[src/hw/pofs_pkg.sv]
// Purpose: constants, types and reset state of the on/off, protect and status block
// Assumes: one byte-wide command port fed by bus framing logic on the same clock
package pofs_pkg;
   localparam logic [7:0] CODE_OPERATION = 8'h01;
   localparam logic [7:0] CODE_ONOFF_CFG = 8'h02;
   localparam logic [7:0] CODE_CLEAR     = 8'h03;
   localparam logic [7:0] CODE_PROTECT   = 8'h10;
   localparam logic [7:0] CODE_STORE     = 8'h11;
   localparam logic [7:0] CODE_RESTORE   = 8'h12;
   localparam logic [7:0] CODE_STAT_LOW  = 8'h78;
   localparam logic [7:0] CODE_STAT_WORD = 8'h79;
   localparam logic [7:0] CODE_CUST_FIRST = 8'hd0;
   localparam logic [7:0] CODE_CUST_LAST  = 8'hd6;
   localparam int         OP_ON_BIT      = 7;
   localparam int         CFG_CMD_BIT    = 3;
   localparam int         CFG_PIN_BIT    = 2;
   localparam logic [7:0] CFG_FIXED_ONES = 8'h13;
   localparam int         WP_ONLY_PROT   = 7;
   localparam int         WP_PLUS_OP     = 6;
   localparam int         WP_PLUS_CFG    = 5;
   localparam logic       CMD_SEL_RST    = 1'b0;
   localparam logic       PIN_SEL_RST    = 1'b1;
   localparam logic       OP_ON_RST      = 1'b0;
   localparam logic [7:0] WP_RST         = 8'h00;
   localparam int         SY_EN          = 5;
   localparam int         SY_PG          = 6;
   localparam int         SY_ADDR        = 7;
   localparam int         CLK_HZ         = 20_000_000;
   localparam int         NVM_COPY_US    = 100;
   localparam int         NVM_COPY_CYC   = NVM_COPY_US * (CLK_HZ / 1_000_000);
   localparam int         CNT_W          = 12;

   typedef enum logic [1:0] {
      POFS_IDLE    = 2'b00,
      POFS_STORE   = 2'b01,
      POFS_RESTORE = 2'b10
   } pofs_state_t;

   typedef struct packed {
      logic       valid;
      logic       write;
      logic [7:0] code;
      logic [7:0] data;
   } pofs_cmd_t;

   typedef struct packed {
      logic        valid;
      logic        busy;
      logic [15:0] data;
   } pofs_rsp_t;

   typedef struct packed {
      logic [7:0]       sa;
      logic [7:0]       sb;
      pofs_state_t      st;
      logic [CNT_W-1:0] cnt;
      logic             op_on;
      logic             cmd_sel;
      logic             pin_sel;
      logic             nvm_cmd;
      logic             nvm_pin;
      logic [7:0]       wp;
      logic [4:0]       flags_lo;
      logic [2:0]       flags_hi;
      logic             latch_off;
      logic             en_q;
      logic             rvalid;
      logic [15:0]      rdata;
   } pofs_regs_t;

   localparam pofs_regs_t REGS_RST = '{st: POFS_IDLE, op_on: OP_ON_RST,
      cmd_sel: CMD_SEL_RST, nvm_cmd: CMD_SEL_RST, pin_sel: PIN_SEL_RST,
      nvm_pin: PIN_SEL_RST, wp: WP_RST, default: '0};
endpackage

[src/hw/pofs_top.sv]
// Purpose: on/off source select, write protect, fault flags, store/restore, status
// Assumes: pins pass two flops; command port is on clk
// Notes: alert is open drain, driven low while any flag is set
`timescale 1ns/1ps
module pofs_top (
   // clock and reset
   input  wire logic                clk,
   input  wire logic                nrst,
   // command port
   input  wire pofs_pkg::pofs_cmd_t cmd,
   output pofs_pkg::pofs_rsp_t      rsp,
   // pins and analog conditions
   input  wire logic                en_pin,
   input  wire logic                power_good_pin,
   input  wire logic                addr_done,
   input  wire logic [4:0]          fault_cond,
   // converter and alert
   output logic                     conv_enable,
   output logic                     alert_out,
   output logic                     alert_oe_n
);
   pofs_pkg::pofs_regs_t r;
   pofs_pkg::pofs_regs_t next_r;
   logic                 en_s;
   logic                 pg_s;
   logic                 addr_s;
   logic [4:0]           cond;
   logic                 en_req;
   logic                 en_rise;
   logic                 trip;
   logic [7:0]           stat_lo;
   logic [7:0]           stat_hi;
   logic                 idle_cmd;

   function automatic logic wr_ok(input logic [7:0] wp, input logic [7:0] code);
      if (wp[pofs_pkg::WP_ONLY_PROT])
         return code == pofs_pkg::CODE_PROTECT;
      if (wp[pofs_pkg::WP_PLUS_OP])
         return code inside {pofs_pkg::CODE_PROTECT, pofs_pkg::CODE_OPERATION};
      if (wp[pofs_pkg::WP_PLUS_CFG])
         return code inside {pofs_pkg::CODE_PROTECT, pofs_pkg::CODE_OPERATION,
                             pofs_pkg::CODE_ONOFF_CFG};
      return 1'b1;
   endfunction

   assign en_s   = r.sb[pofs_pkg::SY_EN];
   assign pg_s   = r.sb[pofs_pkg::SY_PG];
   assign addr_s = r.sb[pofs_pkg::SY_ADDR];
   assign cond   = r.sb[4:0];
   assign trip   = cond[4] | cond[3] | cond[1];
   assign idle_cmd = cmd.valid && (r.st == pofs_pkg::POFS_IDLE);

   always_comb begin
      case ({r.cmd_sel, r.pin_sel})
         2'b01:   en_req = en_s;
         2'b10:   en_req = r.op_on;
         2'b11:   en_req = r.op_on & en_s;
         default: en_req = addr_s;
      endcase
   end
   assign en_rise = en_req & ~r.en_q;

   assign stat_lo = {1'b0, ~conv_enable, r.flags_lo, 1'b0};
   assign stat_hi = {r.flags_hi, 1'b0, pg_s, 3'b000};

   always_comb begin
      logic clr;
      logic unsup;
      logic fclr;
      clr    = 1'b0;
      unsup  = 1'b0;
      next_r = r;
      next_r.sa = {addr_done, power_good_pin, en_pin, fault_cond};
      next_r.sb = r.sa;
      next_r.rvalid = 1'b0;
      case (r.st)
         pofs_pkg::POFS_IDLE: begin
            if (cmd.valid && cmd.write) begin
               case (cmd.code)
                  pofs_pkg::CODE_OPERATION: begin
                     if (wr_ok(r.wp, cmd.code))
                        next_r.op_on = cmd.data[pofs_pkg::OP_ON_BIT];
                  end
                  pofs_pkg::CODE_ONOFF_CFG: begin
                     if (wr_ok(r.wp, cmd.code)) begin
                        next_r.cmd_sel = cmd.data[pofs_pkg::CFG_CMD_BIT];
                        next_r.pin_sel = cmd.data[pofs_pkg::CFG_PIN_BIT];
                     end
                  end
                  pofs_pkg::CODE_PROTECT: next_r.wp = cmd.data;
                  pofs_pkg::CODE_CLEAR: clr = wr_ok(r.wp, cmd.code);
                  pofs_pkg::CODE_STORE: begin
                     if (wr_ok(r.wp, cmd.code)) begin
                        next_r.st  = pofs_pkg::POFS_STORE;
                        next_r.cnt = pofs_pkg::CNT_W'(pofs_pkg::NVM_COPY_CYC - 1);
                     end
                  end
                  pofs_pkg::CODE_RESTORE: begin
                     if (wr_ok(r.wp, cmd.code)) begin
                        next_r.st  = pofs_pkg::POFS_RESTORE;
                        next_r.cnt = pofs_pkg::CNT_W'(pofs_pkg::NVM_COPY_CYC - 1);
                     end
                  end
                  default: begin
                     unsup = !(cmd.code >= pofs_pkg::CODE_CUST_FIRST &&
                               cmd.code <= pofs_pkg::CODE_CUST_LAST);
                  end
               endcase
            end else if (cmd.valid) begin
               next_r.rvalid = 1'b1;
               case (cmd.code)
                  pofs_pkg::CODE_OPERATION:
                     next_r.rdata = {8'h00, r.op_on, 7'h00};
                  pofs_pkg::CODE_ONOFF_CFG:
                     next_r.rdata = {8'h00, pofs_pkg::CFG_FIXED_ONES | {4'h0, r.cmd_sel,
                                     r.pin_sel, 2'b00}};
                  pofs_pkg::CODE_PROTECT:   next_r.rdata = {8'h00, r.wp};
                  pofs_pkg::CODE_STAT_LOW:  next_r.rdata = {8'h00, stat_lo};
                  pofs_pkg::CODE_STAT_WORD: next_r.rdata = {stat_hi, stat_lo};
                  default: begin
                     next_r.rdata = 16'h0000;
                     unsup = !(cmd.code >= pofs_pkg::CODE_CUST_FIRST &&
                               cmd.code <= pofs_pkg::CODE_CUST_LAST);
                  end
               endcase
            end
         end
         pofs_pkg::POFS_STORE: begin
            if (r.cnt == '0) begin
               next_r.nvm_cmd = r.cmd_sel;
               next_r.nvm_pin = r.pin_sel;
               next_r.st      = pofs_pkg::POFS_IDLE;
            end else begin
               next_r.cnt = r.cnt - 1'b1;
            end
         end
         pofs_pkg::POFS_RESTORE: begin
            if (r.cnt == '0) begin
               next_r.cmd_sel = r.nvm_cmd;
               next_r.pin_sel = r.nvm_pin;
               next_r.st      = pofs_pkg::POFS_IDLE;
            end else begin
               next_r.cnt = r.cnt - 1'b1;
            end
         end
         default: next_r.st = pofs_pkg::POFS_IDLE;
      endcase
      // set wins over clear, so a lasting fault re-latches at once
      fclr = clr | en_rise;
      next_r.flags_lo = (r.flags_lo & ~{5{fclr}}) | cond | {4'h0, unsup};
      next_r.flags_hi = (r.flags_hi & ~{3{fclr}}) | cond[4:2];
      // only off-then-on clears the latch, never the clear command
      next_r.latch_off = (r.latch_off & ~en_rise) | trip;
      next_r.en_q = en_req;
   end

   always_ff @(posedge clk or negedge nrst) begin
      if (!nrst)
         r <= pofs_pkg::REGS_RST;
      else
         r <= next_r;
   end

   assign conv_enable = r.en_q & ~r.latch_off;
   assign alert_out   = 1'b0;
   assign alert_oe_n  = ~(|r.flags_lo | |r.flags_hi);
   assign rsp = '{valid: r.rvalid, busy: r.st != pofs_pkg::POFS_IDLE, data: r.rdata};
endmodule // pofs_top

[config.mk]
export PLATFORM = sky130hd
export DESIGN_NAME = pofs_top
export DESIGN_NICKNAME = d
export VERILOG_FILES = /design/src/hw/pofs_pkg.sv /design/src/hw/pofs_top.sv
export SDC_FILE = /design/constraint.sdc
export NUM_CORES = 1
export LEC_CHECK = 0
export ABC_CLOCK_PERIOD_IN_PS = 4650
export BUFFER_PORTS_ARGS = -buffer_cell sky130_fd_sc_hd__buf_2
export CAP_MARGIN = 30
export CORE_MARGIN = 2
export CORE_UTILIZATION = 25
export CTS_CLUSTER_SIZE = 24
export DETAILED_ROUTE_END_ITERATION = 8
export PLACE_DENSITY = 0.46
export SLEW_MARGIN = 20
export SYNTH_ARGS = -nofsm -noshare
export SYNTH_HDL_FRONTEND = slang
export SYNTH_SLANG_ARGS = --single-unit
[constraint.sdc]
create_clock -name clk -period 4.65 [get_ports clk]
set_input_delay 0.465 -clock clk [delete_from_list [all_inputs] [get_ports clk]]
set_output_delay 0.465 -clock clk [all_outputs]
set_load 0.03 [all_outputs]
==> impl_metrics.yaml <==
drt:
  avgRoutedWirePerCell_microns: 15.0
  firstDrtPassIters: 4
  via_per_inst: 4.73
  ant_nets: 0
  drc: 0
  wl_mm: 7.84
  drt-initial-drc-count: 195
  num_vias: 2476
yosys:
  ys_warn_count: 0
  syn_inst: 313
  seq_area_frac_synth: 0.510
  yosys-top-cells-area: "dfrtp_1 49%, mux2_2 4.5%, buf_4 4.4%"
  avgSynthCellArea_sq_um: 10.4
  synth-edff-count: 0
  ys_ff_latch: 66
  synth_ff_type: "dfrtp_1"
  yosysMostFrequentCell: "dfrtp_1"
  yosys.area.top_type: "dfrtp_1"
  synth_cell_types: 60
  synth_common_cells: "64 x dfrtp_1, 27 x nand2_1, 19 x buf_4, 18 x o21ai_0, 14 x nor2_1"
  syn_area_sq_um: 3240
  synth_top_area_frac: 0.494
  synth_async_sr_flop_share: 1.00
worst_setup_path:
  cp-end-kind: "flop"
  crit_fanout: 14
  critPathRequiredTime_ns: 4.88
  worst-setup-path-type: "in2reg"
  cp-start-kind: "input pin"
  cp.arrival_ns: 2.93
power_and_ir_drop:
  ir_drop_mv: 0.160
  p_leak_nw: 1.68
  power_density_nw_per_um2: 458
grt:
  grt_max_degree: 38
  grt_pass1_wl_mm: 12.9
  grt_overflow: 0
  grt_pass1_vias: 2320
  grt_use_total: 0.119
  antenna_found_initial: 1
floorplan:
  coreArea_sq_um: 12600
  row_count: 41
  die_w_microns: 118
  die_y_microns: 118
  pin_count: 49
  start_util: 0.257
  die_area_sq_um: 13900
timing:
  finalSetupViolations: 0
  grt_setup_unrepaired: "no"
  finalCriticalPeriod_ns: 2.70
  tns_ns: 0
  timing.slew.headroom: 0.463
  worst_pin_slew_ns: 0.799
  hold_violations: 0
  finalCritPeriodShare: 0.580
  slew_violations: 0
  fmax_mhz: 371
  finClkSkew_ns: 0.00574
layout:
  post-route-util: 0.309
  area_growth_pct: 20.3
  final_nets: 377
  fin_cells: 523
  drive_gt1_frac: 0.237
  fillers: 1334
  regArea_sq_um: 1650
  multi_input_area_sq_um: 1360
clock_network:
  ctsResizeCount: 0
  cts_htree_levels: 3
  root_buffer: "clkbuf_16"
  clk_latency_ns: 0.33
  cts_made_buffers: 9
  post-cts-setup-buffers: 0
  cts_hold_buffers: 0
  cts_tree: "built"
  path_clk_slew_ns: 0.05
  cts.sinks: 66
  clk_path_buf_depth: 2
place:
  place_inst: 504
  dp_hpwl_mm: 5.79
  port_buffers: 43
  globalplace.congestion: 0.801
status:
  outcome: "complete, no violations"
run:
  drv_cap: 0
worst_hold_path:
  hp-class: "in2reg"
final cells by class:
type                       instances  area share
timing repair buffer              48      0.0683
clock inverter                     6      0.0289
inverter                          14      0.0135
antenna                            1    0.000641
sequential                        66       0.424
multi-input combinational        206       0.349
clock buffer                      10      0.0612
tap                              172      0.0551
flip-flops by register name (all words and copies together) (netlist names):
register  count
pg_s          1
rsp          13
r            37
en_s          1
cond          5
next_r        8
addr_s        1
metrics by stage:
step / cell area [sq um] / hold slack [ns] / total power [mW] / worst slack [ns]
6_report: 3900 / 0.234 / 1.79 / 1.95
4_1_cts: 3870 / 0.224 / 1.81 / 1.99
3_5_place_dp: 3520 / 0.335 / 1.01 / 1.64
5_1_grt: 3900 / 0.217 / 1.89 / 1.83
3_3_place_gp: 3500 / 0.333 / 1.00 / 1.69
2_1_floorplan: 3260 / 0.169 / 0.917 / 2.11
worst paths after layout:
path                                 startpoint              endpoint  cells after the start  slack (ns)
setup / recovery                        cmd[12]     r[50]$_DFFE_PN0P_                      6        1.95
hold / removal                    fault_cond[3]  next_r[57]$_DFF_PN0_                      1        0.23
setup reg to reg              r[40]$_DFFE_PN0P_     r[48]$_DFFE_PN0P_                      7        2.01
hold reg to reg            next_r[56]$_DFF_PN0_     cond[2]$_DFF_PN0_                      0        0.35
max in group asynchronous                  nrst     r[37]$_DFFE_PN1P_                      4        3.21
min in group asynchronous                  nrst     r[41]$_DFFE_PN0P_                      2        0.53
logic make-up (layout without fill, tap and decap cells):
logic type               Yosys count  after routing  synth area share
multiplexers                      16             16            0.0544
buffers and inverters             45             78            0.0752
AO/OA/AOI/OAI                     78             78             0.171
XOR/XNOR                           3              3           0.00810
AND/OR/NAND/NOR                   99             99             0.162
adder cells (fa/ha/maj)            5              5            0.0185
other                              1              6           0.00116
flip-flops                        66             66             0.510
critical path, stage by stage:
cell      delay (ns)
buf_2           0.18
or4b_1          0.60
o41a_1          0.48
a211o_1         0.42
or2_0           0.48
a221oi_2        0.31
where the power goes:
part / internal, mW / total, mW / switching (mW)
sequential: 0.637 / 0.690 / 0.0535
clock: 0.539 / 0.788 / 0.249
combinational: 0.112 / 0.310 / 0.198
cell usage in the layout, fill, tap and decap left out, drive strengths merged, types with 7 or more instances in the layout:
| cell type | count |
|---|---|
| o21ai | 18 |
| nor3 | 10 |
| a21o | 7 |
| inv | 14 |
| dfrtp | 64 |
| nor4 | 9 |
| buf | 46 |
| a21oi | 12 |
| mux2 | 13 |
| nand2 | 27 |
| clkbuf | 10 |
| nor2 | 14 |
| nand3 | 10 |
layer usage:
metal  global-route usage  up-vias  share of wire
met5                    0        -              0
met4               0.0512        0          0.017
met3               0.0368        9          0.057
met2                0.174       70           0.44
met1                0.162     1190           0.48
li1                     -     1207              -
Note: power is estimated with default switching activity, not from simulation.
